`config.mk`:
```
export PLATFORM = sky130hd
export DESIGN_NAME = btag_next_pc
export DESIGN_NICKNAME = d
export VERILOG_FILES = /design/src/inc/btag_pkg.sv /design/src/core/btag_next_pc.sv
export VERILOG_INCLUDE_DIRS = /design/src /design/src/inc
export SDC_FILE = /design/constraint.sdc
export NUM_CORES = 1
export LEC_CHECK = 0
export ABC_AREA = 1
export BUFFER_PORTS_ARGS = -buffer_cell sky130_fd_sc_hd__buf_2
export CAP_MARGIN = 20
export CORE_UTILIZATION = 40
export DETAILED_ROUTE_END_ITERATION = 12
export PLACE_DENSITY = 0.64
export SLEW_MARGIN = 20
export SYNTH_ARGS = -nofsm -noshare
export SYNTH_HDL_FRONTEND = slang
export SYNTH_SLANG_ARGS = --single-unit
export TNS_END_PERCENT = 50
```
`constraint.sdc`:
```
create_clock -name clk -period 4.89 [get_ports clk]
set_input_delay 1.467 -clock clk [delete_from_list [all_inputs] [get_ports clk]]
set_output_delay 1.467 -clock clk [all_outputs]
set_load 0.01 [all_outputs]
```
`src/inc/btag_params.svh`:
```
`ifndef BTAG_PARAMS_SVH
`define BTAG_PARAMS_SVH
`define BTAG_PC_RESET       16'h0000
`define BTAG_TABLE_BASE     16'h0040
`define BTAG_TABLE_LAST     16'h007f
`define BTAG_IDX_LSB        1
`define BTAG_IDX_MSB        5
`define BTAG_DISP_SIGN      7
`define BTAG_ADDR_RESET     16'h0000
`define BTAG_BYTE_RESET     8'h00
`define BTAG_FLAG_RESET     1'h0
`define BTAG_ENTRY_STEP     16'h0001
`endif

```
`src/inc/btag_pkg.sv`:
```
package btag_pkg;
  typedef enum logic [5:0] {
    BTAG_SRC_SEQ   = 6'h01,
    BTAG_SRC_REL   = 6'h02,
    BTAG_SRC_IMM   = 6'h04,
    BTAG_SRC_TABLE = 6'h08,
    BTAG_SRC_ACC   = 6'h10,
    BTAG_SRC_HOLD  = 6'h20
  } btag_src_e;

  typedef enum logic [1:0] {
    BTAG_ST_IDLE = 2'h1,
    BTAG_ST_VECT = 2'h2
  } btag_state_e;

  typedef struct packed {
    logic        valid;
    btag_src_e   src;
    logic [2:0]  length;
    logic [7:0]  jump_displacement;
    logic [15:0] imm16;
    logic [7:0]  opcode;
  } btag_req_s;

  typedef struct packed {
    logic        valid;
    logic [15:0] addr;
  } btag_mem_s;
endpackage : btag_pkg

```
`src/core/btag_next_pc.sv`:
```
`timescale 1ns/1ps
`include "btag_params.svh"
module btag_next_pc (
  input  wire logic              clk,
  input  wire logic              rstn,
  input  wire btag_pkg::btag_req_s req,
  input  wire logic [15:0]       accumulator_pair,
  input  wire btag_pkg::btag_mem_s direct_req,
  input  wire logic [7:0]        rd_data,
  input  wire logic              rd_valid,
  output logic [15:0]            pc,
  output logic                   busy,
  output logic                   done,
  output logic                   vec_rd,
  output logic [15:0]            vec_addr,
  output logic                   data_rd,
  output logic [15:0]            data_addr
);
  logic [15:0]            pc_r;
  logic [15:0]            pc_nxt;
  logic                   busy_r;
  logic                   busy_nxt;
  logic                   done_r;
  logic                   done_nxt;
  logic                   vec_rd_r;
  logic                   vec_rd_nxt;
  logic [15:0]            vec_addr_r;
  logic [15:0]            vec_addr_nxt;
  logic                   data_rd_r;
  logic                   data_rd_nxt;
  logic [15:0]            data_addr_r;
  logic [15:0]            data_addr_nxt;
  logic                   hi_phase_r;
  logic                   hi_phase_nxt;
  logic [7:0]             lo_byte_r;
  logic [7:0]             lo_byte_nxt;
  btag_pkg::btag_state_e  state_r;
  btag_pkg::btag_state_e  state_nxt;

  wire                    in_idle;
  wire                    in_vect;
  wire                    take;
  wire                    pick_seq;
  wire                    pick_rel;
  wire                    pick_imm;
  wire                    pick_acc;
  wire                    start_tbl;
  wire                    finish_pc;
  wire                    lo_arrive;
  wire                    hi_arrive;
  wire [15:0]             seq_pc;
  wire [15:0]             disp_ext;
  wire [15:0]             rel_pc;
  wire [15:0]             tbl_addr;
  wire [15:0]             vec_pc;

  function automatic logic [15:0] btag_table_addr(input logic [7:0] op);
    logic [4:0] idx;
    idx = op[`BTAG_IDX_MSB:`BTAG_IDX_LSB];
    // Entry stays inside the 40H..7FH window for every index
    btag_table_addr = `BTAG_TABLE_BASE | {10'h000, idx, 1'h0};
  endfunction : btag_table_addr

  function automatic logic btag_src_hit(input btag_pkg::btag_req_s r,
                                        input btag_pkg::btag_src_e s);
    btag_src_hit = r.valid && (r.src == s);
  endfunction : btag_src_hit

  // Requests offered while a vector fetch runs are dropped, not queued
  assign in_idle   = (state_r == btag_pkg::BTAG_ST_IDLE);
  assign in_vect   = (state_r == btag_pkg::BTAG_ST_VECT);
  assign take      = req.valid && in_idle;
  assign pick_seq  = in_idle && btag_src_hit(req, btag_pkg::BTAG_SRC_SEQ);
  assign pick_rel  = in_idle && btag_src_hit(req, btag_pkg::BTAG_SRC_REL);
  assign pick_imm  = in_idle && btag_src_hit(req, btag_pkg::BTAG_SRC_IMM);
  assign pick_acc  = in_idle && btag_src_hit(req, btag_pkg::BTAG_SRC_ACC);
  assign start_tbl = in_idle && btag_src_hit(req, btag_pkg::BTAG_SRC_TABLE);
  assign finish_pc = take && !start_tbl;
  assign lo_arrive = in_vect && rd_valid && !hi_phase_r;
  assign hi_arrive = in_vect && rd_valid && hi_phase_r;
  assign seq_pc    = pc_r + {13'h0000, req.length};
  assign disp_ext  = {{8{req.jump_displacement[`BTAG_DISP_SIGN]}},
                      req.jump_displacement};
  assign rel_pc    = seq_pc + disp_ext;
  assign tbl_addr  = btag_table_addr(req.opcode);
  // Low byte is parked so PC moves to the whole vector in one step
  assign vec_pc    = {rd_data, lo_byte_r};

  assign pc_nxt = pick_seq  ? seq_pc           :
                  pick_rel  ? rel_pc           :
                  pick_imm  ? req.imm16        :
                  pick_acc  ? accumulator_pair :
                  hi_arrive ? vec_pc           :
                  pc_r;

  // Vector fetch takes two byte reads; the caller must hold off new requests while busy
  always_comb begin
    state_nxt = state_r;
    case (state_r)
      btag_pkg::BTAG_ST_IDLE: begin
        if (start_tbl) begin
          state_nxt = btag_pkg::BTAG_ST_VECT;
        end
      end
      btag_pkg::BTAG_ST_VECT: begin
        if (hi_arrive) begin
          state_nxt = btag_pkg::BTAG_ST_IDLE;
        end
      end
      default: state_nxt = btag_pkg::BTAG_ST_IDLE;
    endcase
  end

  // Busy is registered from the next state so the pin comes from a flop
  assign busy_nxt      = (state_nxt == btag_pkg::BTAG_ST_VECT);
  assign done_nxt      = finish_pc || hi_arrive;
  assign vec_rd_nxt    = start_tbl ? 1'h1 :
                         hi_arrive ? 1'h0 :
                         vec_rd_r;
  assign vec_addr_nxt  = start_tbl ? tbl_addr :
                         lo_arrive ? vec_addr_r + `BTAG_ENTRY_STEP :
                         vec_addr_r;
  assign hi_phase_nxt  = lo_arrive ? 1'h1 :
                         (start_tbl || hi_arrive) ? 1'h0 :
                         hi_phase_r;
  assign lo_byte_nxt   = lo_arrive ? rd_data : lo_byte_r;
  assign data_rd_nxt   = direct_req.valid;
  assign data_addr_nxt = direct_req.valid ? direct_req.addr : data_addr_r;

  always_ff @(posedge clk) begin
    if (!rstn) begin
      pc_r <= `BTAG_PC_RESET;
    end else begin
      pc_r <= pc_nxt;
    end
  end

  always_ff @(posedge clk) begin
    if (!rstn) begin
      busy_r <= `BTAG_FLAG_RESET;
    end else begin
      busy_r <= busy_nxt;
    end
  end

  always_ff @(posedge clk) begin
    if (!rstn) begin
      done_r <= `BTAG_FLAG_RESET;
    end else begin
      done_r <= done_nxt;
    end
  end

  always_ff @(posedge clk) begin
    if (!rstn) begin
      vec_rd_r <= `BTAG_FLAG_RESET;
    end else begin
      vec_rd_r <= vec_rd_nxt;
    end
  end

  always_ff @(posedge clk) begin
    if (!rstn) begin
      vec_addr_r <= `BTAG_ADDR_RESET;
    end else begin
      vec_addr_r <= vec_addr_nxt;
    end
  end

  always_ff @(posedge clk) begin
    if (!rstn) begin
      data_rd_r <= `BTAG_FLAG_RESET;
    end else begin
      data_rd_r <= data_rd_nxt;
    end
  end

  always_ff @(posedge clk) begin
    if (!rstn) begin
      data_addr_r <= `BTAG_ADDR_RESET;
    end else begin
      data_addr_r <= data_addr_nxt;
    end
  end

  always_ff @(posedge clk) begin
    if (!rstn) begin
      hi_phase_r <= `BTAG_FLAG_RESET;
    end else begin
      hi_phase_r <= hi_phase_nxt;
    end
  end

  always_ff @(posedge clk) begin
    if (!rstn) begin
      lo_byte_r <= `BTAG_BYTE_RESET;
    end else begin
      lo_byte_r <= lo_byte_nxt;
    end
  end

  always_ff @(posedge clk) begin
    if (!rstn) begin
      state_r <= btag_pkg::BTAG_ST_IDLE;
    end else begin
      state_r <= state_nxt;
    end
  end

  assign pc        = pc_r;
  assign busy      = busy_r;
  assign done      = done_r;
  assign vec_rd    = vec_rd_r;
  assign vec_addr  = vec_addr_r;
  assign data_rd   = data_rd_r;
  assign data_addr = data_addr_r;
endmodule : btag_next_pc

```
After elaboration in Yosys (flattened, before gate mapping)
Cells that the tools add are included.

cells by class
  equal/unequal tests = 8
  reduce and logical (&&, ||, !) cells = 24
  $add $sub $neg = 3
  multiplexer cells = 14
  bitwise operators = 1

operators by type and width
  cell                                                                    number
  16-bit 2-to-1 mux                                                       5
  16-bit by 1-bit adder with 16-bit output (second input constant)        1
  16-bit adder                                                            1
  16-bit by 3-bit adder with 16-bit output                                1
  1-bit logical AND                                                       15
  7-bit 2-to-1 mux                                                        2
  6-bit by 1-bit equality test with 1-bit output (second input constant)  1
  6-bit by 2-bit equality test with 1-bit output (second input constant)  1
  6-bit by 3-bit equality test with 1-bit output (second input constant)  1
  6-bit by 4-bit equality test with 1-bit output (second input constant)  1
  6-bit by 5-bit equality test with 1-bit output (second input constant)  1
  2-bit nonzero test                                                      3
  5-bit nonzero test                                                      1
  2-bit equality test (second input constant)                             2
  1-bit 2-to-1 mux                                                        4
  2-bit 2-to-1 mux                                                        2
  2-bit one-hot mux with 2 select lines                                   1
  2-bit by 1-bit equality test with 1-bit output (second input constant)  1
  1-bit zero test                                                         2
  1-bit logical OR                                                        2
  2-bit OR reduction                                                      1
  1-bit inverter                                                          1

storage, ports and cells
  output and inout port bits = 52
  input bits = 86
  bits in registers = 63

Depth between registers and ports, before layout
Gate-level depths: netlist (run 1).

  depth in word-level cells = 8
  mapped depth = 24
  depth with buffers taken out = 24

Worst setup path after synthesis (run 1)
OpenSTA, ideal clock, no wires.

  path type = input to register
  start point = in req[32] (netlist bit)
  end point = reg pc_r[13], in the netlist pc[13]
  stages on the path = 22
  required time = 4.820 ns
  setup time = 0.070 ns
  arrival = 3.825 ns
  buffers on the path = 0
  setup slack = 0.995 ns
  cells stage by stage = ha_1 -> fa_1 -> nand2_1 -> nand2_1 -> nand2_1 -> nor2_1 -> nand2_1 -> nor2_2 -> or2_0 -> clkinv_1 -> ha_1 -> nand2_1 -> inv_1 -> a21oi_1 -> nor2_1 -> nor3_1 -> nand2_1 -> nand2_1 -> nand3_1 -> nand2_1 -> nand2_1 -> a21oi_1

on the way
  longest elaborated chain between the ends = 4

ends and longest elaborated chain
  item                                          RTL line             source
  start: declaration                            btag_next_pc.sv:6    input wire btag_pkg::btag_req_s req,
  16-bit by 3-bit adder with 16-bit output (*)  btag_next_pc.sv:81   assign seq_pc = pc_r + {13'h0000, req.length};
  16-bit adder                                  btag_next_pc.sv:84   assign rel_pc = seq_pc + disp_ext;
  16-bit 2-to-1 mux                             btag_next_pc.sv:90   pick_rel ? rel_pc :
  16-bit 2-to-1 mux (*)                         btag_next_pc.sv:89   assign pc_nxt = pick_seq ? seq_pc :
  end signal: assignment                        btag_next_pc.sv:132  pc_r <= `BTAG_PC_RESET;
  end signal: assignment                        btag_next_pc.sv:134  pc_r <= pc_nxt;
  end: declaration                              btag_next_pc.sv:19   logic [15:0] pc_r;

Mark *: on every way between the ends. The rest lies on a longest branch, timed or not.
A chain may end at the register's enable or synchronous reset.

Worst setup path after layout (run 1)
Same ends and word-level chain as after synthesis.

==> results.rst, run 1 <==
.. list-table::
   :header-rows: 1

   * - Metric
     - Value
   * - Final number of max-transition violations
     - 0
   * - Initial core utilization
     - 41.32%
   * - Number of buffers added on ports
     - 134
   * - Die boundary width
     - 108.3 µm
   * - Synthesized area divided by synthesized cell count
     - 6.644 µm²
   * - Remaining global-route overflow
     - 0
   * - Destination of the worst register-to-register timing path
     - pc[13]
   * - Number of synthesized flops with an enable pin
     - 0
   * - Final non-filler cell total
     - 949
   * - Number of remaining DRC errors
     - 0
   * - Total Routing Usage GR
     - 23.01%
   * - Cell breakdown of the critical path
     - buf_2 > ha_1 > fa_1 > nand2_1 > nand2_1 > nand2_1 > nor2_1 > nand2_1 > nor2_2 > or2_0 > clkinv_1 > ha_1 > nand2_1 > inv_1 > a21oi_1 > nor2_1 > nor3_1 > nand2_1 > nand2_1 > nand3_1 > nand2_1 > nand2_1 > a21oi_1
   * - Maximum root-to-sink buffer count
     - 2
   * - Largest net degree at the start of global routing
     - 46
   * - Global-route wire length before repair
     - 21100 µm
   * - Routed via count
     - 4862
   * - Count of H-tree levels built during CTS
     - 3
   * - Post-CTS resize count
     - 0
   * - Nature of the critical path endpoint
     - flip-flop
   * - Core Region
     - 0.01094 mm²
   * - Vias in the first global route
     - 4515
   * - Worst min-delay path class
     - reg2reg
   * - Fin Clk Skew
     - 0.01043 ns
   * - Number of buffers inserted during clock tree synthesis
     - 9
   * - Number of clock sinks
     - 63
   * - Number of antenna violations at the first check in global routing
     - 2
   * - Number of iterations in the first detailed-routing pass
     - 5
   * - Worst slew margin relative to its limit
     - 51.50%
   * - Final weighted congestion in routability-driven placement
     - 0.8984
   * - Final #Nets
     - 913
   * - Setup-failing EPs final
     - 0
   * - Synth unique cells
     - 47
   * - Slowest library cell on the worst path
     - sky130_fd_sc_hd__fa_1
   * - Most common library cell in the layout ignoring fill and taps
     - sky130_fd_sc_hd__nand2_1
   * - Primary FF master, synth
     - sky130_fd_sc_hd__dfxtp_1
   * - Part of the Yosys area used for sequential elements
     - 27.91%
   * - Wire length per cell after detailed routing
     - 13.73 µm
   * - Total setup buffers inserted after CTS
     - 0
   * - Post-CTS Hold Buffers
     - 0
   * - Power after layout
     - 1.361 mW
   * - Number of placed cells counting well taps
     - 932
   * - Full die area
     - 0.01172 mm²
   * - Share of flip-flops with an asynchronous set or reset after synthesis
     - 0%
   * - Static leakage
     - 2.920 nW
   * - Largest fanout on the critical path
     - 4
   * - CTS root buffer
     - sky130_fd_sc_hd__clkbuf_16
   * - Maximum vdd ir drop
     - 0.1926 mV
   * - Max-cap violations
     - 0
   * - Detailed-route vias per instance
     - 5.123
   * - Setup TNS after final layout
     - 0 ns
   * - Path depth of the worst reg2reg path
     - 22
   * - Number of cell rows
     - 38
   * - IO Count
     - 138
   * - Critical Path RT
     - 5.15 ns
   * - Worst-skew pair later-pin latency
     - 0.34 ns
   * - Reg2reg start
     - pc[0]
   * - Minimum setup slack among reg-to-reg paths
     - 1.78 ns
   * - Cell count after synthesis
     - 680
   * - Result of the run
     - complete, no violations
   * - CP Data Arrival Time
     - 4.28 ns
   * - Detailed placement HPWL
     - 10030 µm
   * - Most used cell, CP
     - sky130_fd_sc_hd__nand2_1
   * - Drt initial violations
     - 201
   * - Slew at the pin closest to its max-slew limit
     - 0.7275 ns
   * - Synthesis Warnings
     - 0
   * - Final worst slack
     - 0.8728 ns
   * - Max Fclk
     - 0.2489 GHz
   * - Area of the mapped netlist
     - 0.004518 mm²
   * - Most frequent cells in the layout
     - 143 x sky130_fd_sc_hd__nand2_1, 134 x sky130_fd_sc_hd__buf_2, 70 x sky130_fd_sc_hd__inv_1, 66 x sky130_fd_sc_hd__nor2_1, 63 x sky130_fd_sc_hd__dfxtp_1
   * - Worst setup SP type
     - input pin
   * - Share of the clock period used by the worst path after layout
     - 82.15%
   * - CP endpoint
     - pc[13]
   * - Chip Height
     - 108.3 µm
   * - Category of the most critical setup path
     - in2reg
   * - Synthesized net count
     - 790
   * - Area growth syn-to-layout
     - 22.13%
   * - Final Hold Viols
     - 0
   * - Pre-CTS worst setup slack
     - 0.5603 ns
   * - ANT nets after route
     - 0
   * - Cell Pwr Density
     - 246.7 mW/mm²
   * - CTS tree
     - yes
   * - Final Critical Period
     - 4.017 ns
   * - Fraction of layout cells with a size suffix above 1
     - 24.50%
   * - Unrepaired setup endpoints after global routing
     - no
   * - Origin of the worst setup path
     - req[32]
   * - Clock transition time at the flip-flop clock pins of the worst setup and hold paths
     - 0.06 ns
   * - Delay of the slowest cell on the worst path
     - 0.41 ns
   * - Post-Route WL
     - 13030 µm
   * - Total of flip-flops plus latches after synthesis
     - 63
## stage by stage
step | utilization (%) | instance area [µm²] | hold WS, ns
2_1_floorplan | - | 4518 | 0.4298
3_3_place_gp | 47.84 | 5231 | 0.4458
3_5_place_dp | 47.84 | 5231 | 0.4555
4_1_cts | 50.43 | 5515 | 0.4633
5_1_grt | 50.46 | 5518 | 0.5037
6_report | 50.46 | 5518 | 0.4600
## area by class of cell
class                      instances  area, µm²
fill                            1150       5418
clock buffer                      10      239.0
clock inverter                     6      45.04
sequential                        63       1261
antenna                            1      2.502
inverter                          85      321.6
multi-input combinational        510       2803
timing repair buffer             134      670.6
tap                              140      175.2
## worst min-delay path by stage
stage | startpoint | end | cells past startpoint
2_1_floorplan | lo_byte_r[4] | lo_byte_r[4] | 2
5_1_grt | lo_byte_r[2] | lo_byte_r[2] | 2
3_5_place_dp | lo_byte_r[3] | lo_byte_r[3] | 2
4_1_cts | lo_byte_r[3] | lo_byte_r[3] | 2
3_3_place_gp | lo_byte_r[4] | lo_byte_r[4] | 2
6_report | lo_byte_r[3] | lo_byte_r[3] | 2
## registers in the layout, indices dropped and copies added (netlist names), 2 cells and up
register / flops
data_addr: 16
lo_byte_r: 8
pc: 16
state_r: 2
vec_addr: 16
## synthesized netlist by cell type (8+ instances only)
master,instances,share of area (%)
sky130_fd_sc_hd__nand2_1,143,12
sky130_fd_sc_hd__inv_1,70,5.8
sky130_fd_sc_hd__nor2_1,66,5.5
sky130_fd_sc_hd__dfxtp_1,63,28
sky130_fd_sc_hd__a21oi_1,60,6.6
sky130_fd_sc_hd__nand3_1,51,5.6
sky130_fd_sc_hd__o21ai_0,40,4.4
sky130_fd_sc_hd__ha_1,22,6.1
sky130_fd_sc_hd__o21ai_1,18,2.0
sky130_fd_sc_hd__xor2_1,17,3.3
sky130_fd_sc_hd__inv_2,12,1.0
sky130_fd_sc_hd__o211ai_1,10,1.7
sky130_fd_sc_hd__nor2_2,8,1.1
## report_power, final
part / switching [mW] / internal, mW
clock: 0.264 / 0.359
sequential: 0.0105 / 0.529
combinational: 0.119 / 0.0803
## kinds of logic (layout without fill, tap and decap cells)
kind of cell / Yosys count / after routing / share of synthesized area, %
AOI/OAI and AO/OA: 149 / 149 / 18.39
DFF: 63 / 63 / 27.91
buffers and inverters: 107 / 235 / 10.05
xor gates and xnor gates: 20 / 20 / 3.877
other: 0 / 1 / 0
and+or+nand+nor: 317 / 317 / 32.79
adders and majority gates: 24 / 24 / 6.979
## critical path: cells and delay by family
| kind | cells | cell delay, ns |
|---|---|---|
| simple gates | 15 | 1.35 |
| fa+ha+maj | 3 | 0.90 |
| compound gates | 2 | 0.34 |
| buf+inv | 3 | 0.23 |
## layer usage
layer	wire (µm)	global-route usage, %
met4	214	8.398
met3	1023	6.028
met1	5668	27.55
met2	6107	39.44
met5	13	0
Note: power is estimated with default switching activity, not from simulation.
==> run 2, diff against run 1 <==
==> constraint.sdc (replaced) <==
create_clock -name clk -period 4.1 [get_ports clk]
set_input_delay 1.23 -clock clk [delete_from_list [all_inputs] [get_ports clk]]
set_output_delay 1.23 -clock clk [all_outputs]
set_load 0.01 [all_outputs]
==> run 2 against run 1 <==
Effect of this change: power rose by 19%; final cell count rose by 0.32%; count of clock-buffer cells in the layout did not move; via count fell by 0.56%; die area did not move; global-route usage rose by 0.46 points; sequential cell count did not move; non-clock buffer count rose by 3; setup slack got worse by 0.53 ns; highest routed layer unchanged.
==> results.rst, run 2 (synthesis results as in run 1) <==
.. list-table::
   :header-rows: 1

   * - Metric
     - Value
   * - Routed via count
     - 4835 (-0.56%)
   * - Setup-failing EPs final
     - 0 (unchanged)
   * - Unrepaired setup endpoints after global routing
     - no
   * - Delay of the slowest cell on the worst path
     - 0.41 ns (about the same)
   * - Remaining global-route overflow
     - 0 (unchanged)
   * - Drt initial violations
     - 174 (-13%)
   * - Final Hold Viols
     - 0 (unchanged)
   * - Die boundary width
     - 108.3 µm (unchanged)
   * - ANT nets after route
     - 0 (unchanged)
   * - Number of buffers added on ports
     - 134 (unchanged)
   * - Total setup buffers inserted after CTS
     - 0 (unchanged)
   * - Chip Height
     - 108.3 µm (unchanged)
   * - Worst min-delay path class
     - reg2reg
   * - Critical Path RT
     - 4.37 ns (-0.78 ns)
   * - Static leakage
     - 2.942 nW (+0.75%)
   * - Kind of cell with the highest combined delay on the critical path
     - simple AND/OR/NAND/NOR gates
   * - Final weighted congestion in routability-driven placement
     - 0.8930 (-0.60%)
   * - Max-cap violations
     - 0 (unchanged)
   * - Final number of max-transition violations
     - 0 (unchanged)
   * - Number of clock sinks
     - 63 (unchanged)
   * - IO Count
     - 138 (unchanged)
   * - Maximum vdd ir drop
     - 0.2461 mV (+28%)
   * - Worst-skew pair later-pin latency
     - 0.34 ns (about the same)
   * - Vias in the first global route
     - 4752 (+5.2%)
   * - Number of buffers inserted during clock tree synthesis
     - 9 (unchanged)
   * - Slowest library cell on the worst path
     - sky130_fd_sc_hd__fa_1
   * - Reg2reg start
     - pc[0]
   * - Area growth syn-to-layout
     - 22.60%
   * - Clock transition time at the flip-flop clock pins of the worst setup and hold paths
     - 0.06 ns (about the same)
   * - Detailed-route vias per instance
     - 5.079 (-0.87%)
   * - Post-CTS resize count
     - 0 (unchanged)
   * - Most common library cell in the layout ignoring fill and taps
     - sky130_fd_sc_hd__nand2_1
   * - Most frequent cells in the layout
     - 143 x sky130_fd_sc_hd__nand2_1, 134 x sky130_fd_sc_hd__buf_2, 70 x sky130_fd_sc_hd__inv_1, 66 x sky130_fd_sc_hd__nor2_1, 63 x sky130_fd_sc_hd__dfxtp_1
   * - CTS tree
     - yes
   * - Final #Nets
     - 916 (+0.33%)
   * - Global-route wire length before repair
     - 21470 µm (+1.8%)
   * - Worst slew margin relative to its limit
     - 63.05% (+12 points)
   * - Maximum root-to-sink buffer count
     - 2 (unchanged)
   * - Largest fanout on the critical path
     - 4 (unchanged)
   * - CP Data Arrival Time
     - 4.03 ns (-0.25 ns)
   * - Origin of the worst setup path
     - req[32]
   * - Number of antenna violations at the first check in global routing
     - 2 (unchanged)
   * - Area occupied by multi-input gates
     - 0.002803 mm² (unchanged)
   * - Slew at the pin closest to its max-slew limit
     - 0.5542 ns (-0.1732 ns)
   * - Worst setup SP type
     - input pin
   * - Power after layout
     - 1.627 mW (+19%)
   * - Initial core utilization
     - 41.32% (unchanged)
   * - Final Critical Period
     - 3.761 ns
   * - Number of remaining DRC errors
     - 0 (unchanged)
   * - Total Routing Usage GR
     - 23.47% (+0.46 points)
   * - Wire length per cell after detailed routing
     - 13.87 µm (+1.0%)
   * - Fraction of layout cells with a size suffix above 1
     - 24.78% (+0.28 points)
   * - Fin Clk Skew
     - 0.009673 ns (-0.0007519 ns)
   * - Number of cell rows
     - 38 (unchanged)
   * - Core Region
     - 0.01094 mm² (unchanged)
   * - Count of H-tree levels built during CTS
     - 3 (unchanged)
   * - Setup TNS after final layout
     - 0 ns (unchanged)
   * - Post-Route WL
     - 13210 µm (+1.4%)
   * - Result of the run
     - complete, no violations
   * - Path depth of the worst reg2reg path
     - 18 (-18%)
   * - Total buffers and inverters traversed by the critical path
     - 4 (+1)
   * - Max Fclk
     - 0.2659 GHz
   * - Largest net degree at the start of global routing
     - 33 (-28%)
   * - Storage cell area
     - 0.001261 mm² (unchanged)
   * - Category of the most critical setup path
     - in2reg
   * - Hold Path Depth
     - 2 (unchanged)
   * - WHS Endpoint
     - lo_byte_r[2]
   * - Hold Path Origin
     - lo_byte_r[2]
   * - Most used cell, CP
     - sky130_fd_sc_hd__nand2_1
   * - CTS root buffer
     - sky130_fd_sc_hd__clkbuf_16
   * - Cell Pwr Density
     - 293.7 mW/mm² (+19%)
   * - Nature of the critical path endpoint
     - flip-flop
   * - Minimum setup slack among reg-to-reg paths
     - 1.00 ns (-0.78 ns)
   * - Destination of the worst register-to-register timing path
     - pc[15]
   * - Full die area
     - 0.01172 mm² (unchanged)
   * - Detailed placement HPWL
     - 10240 µm (+2.1%)
   * - Share of the clock period used by the worst path after layout
     - 91.72%
   * - Number of iterations in the first detailed-routing pass
     - 5 (unchanged)
   * - Total of fill cells in the finished design
     - 1141 (-0.78%)
   * - Post-CTS Hold Buffers
     - 0 (unchanged)
## run 2: power by group
part           internal, mW  switching, mW  total, mW
clock                 0.428          0.313      0.741
combinational        0.0974          0.144      0.242
sequential            0.631         0.0126      0.644
## run 2: area by class of cell
cell class | count | area share, %
clock inverter | 6 | 0.7906
antenna | 1 | 0.04518
inverter | 85 | 5.805
tap | 140 | 3.162
multi-input combinational | 510 | 50.60
clock buffer | 10 | 4.314
timing repair buffer | 137 | 12.51
sequential | 63 | 22.77
## run 2: how the worst max path moves through the flow
stage,cells past startpoint,endpoint
after global placement,23,pc[13]
after global routing,25,pc[15]
after floorplan,22,pc[13]
final,25,pc[15]
after CTS,23,pc[13]
after detailed placement,22,pc[13]
## run 2: routing by layer
metal | share of wire [%] | vias to the layer above | wire, µm | global-route usage [%]
met3 | 6.8 | 22 | 899 | 7.113
met5 | 0.11 | - | 14 | 0
met2 | 47 | 137 | 6225 | 40.26
met4 | 2.0 | 2 | 261 | 8.398
li1 | - | 2490 | - | -
met1 | 44 | 2184 | 5804 | 27.56
## run 2: per-stage QoR
step                hold WS (ns)  area, µm²  instances  util, %  worst slack, ns
floorplan                 0.4298       4518        680        -           0.4419
global placement          0.4434       5254        935    48.04          0.07504
detailed placement        0.4482       5254        935    48.04          0.04565
CTS                       0.4564       5537        951    50.63           0.3870
global route              0.4845       5539        952    50.65          0.02454
finish                    0.4552       5539        952    50.65           0.3394
## run 2: worst min-delay path, delay by kind of cell (launching register included)
kind | cells | cell delay (ns)
flip-flops | 1 | 0.29
buffers and inverters | 1 | 0.06
AO/OA/AOI/OAI | 1 | 0.06
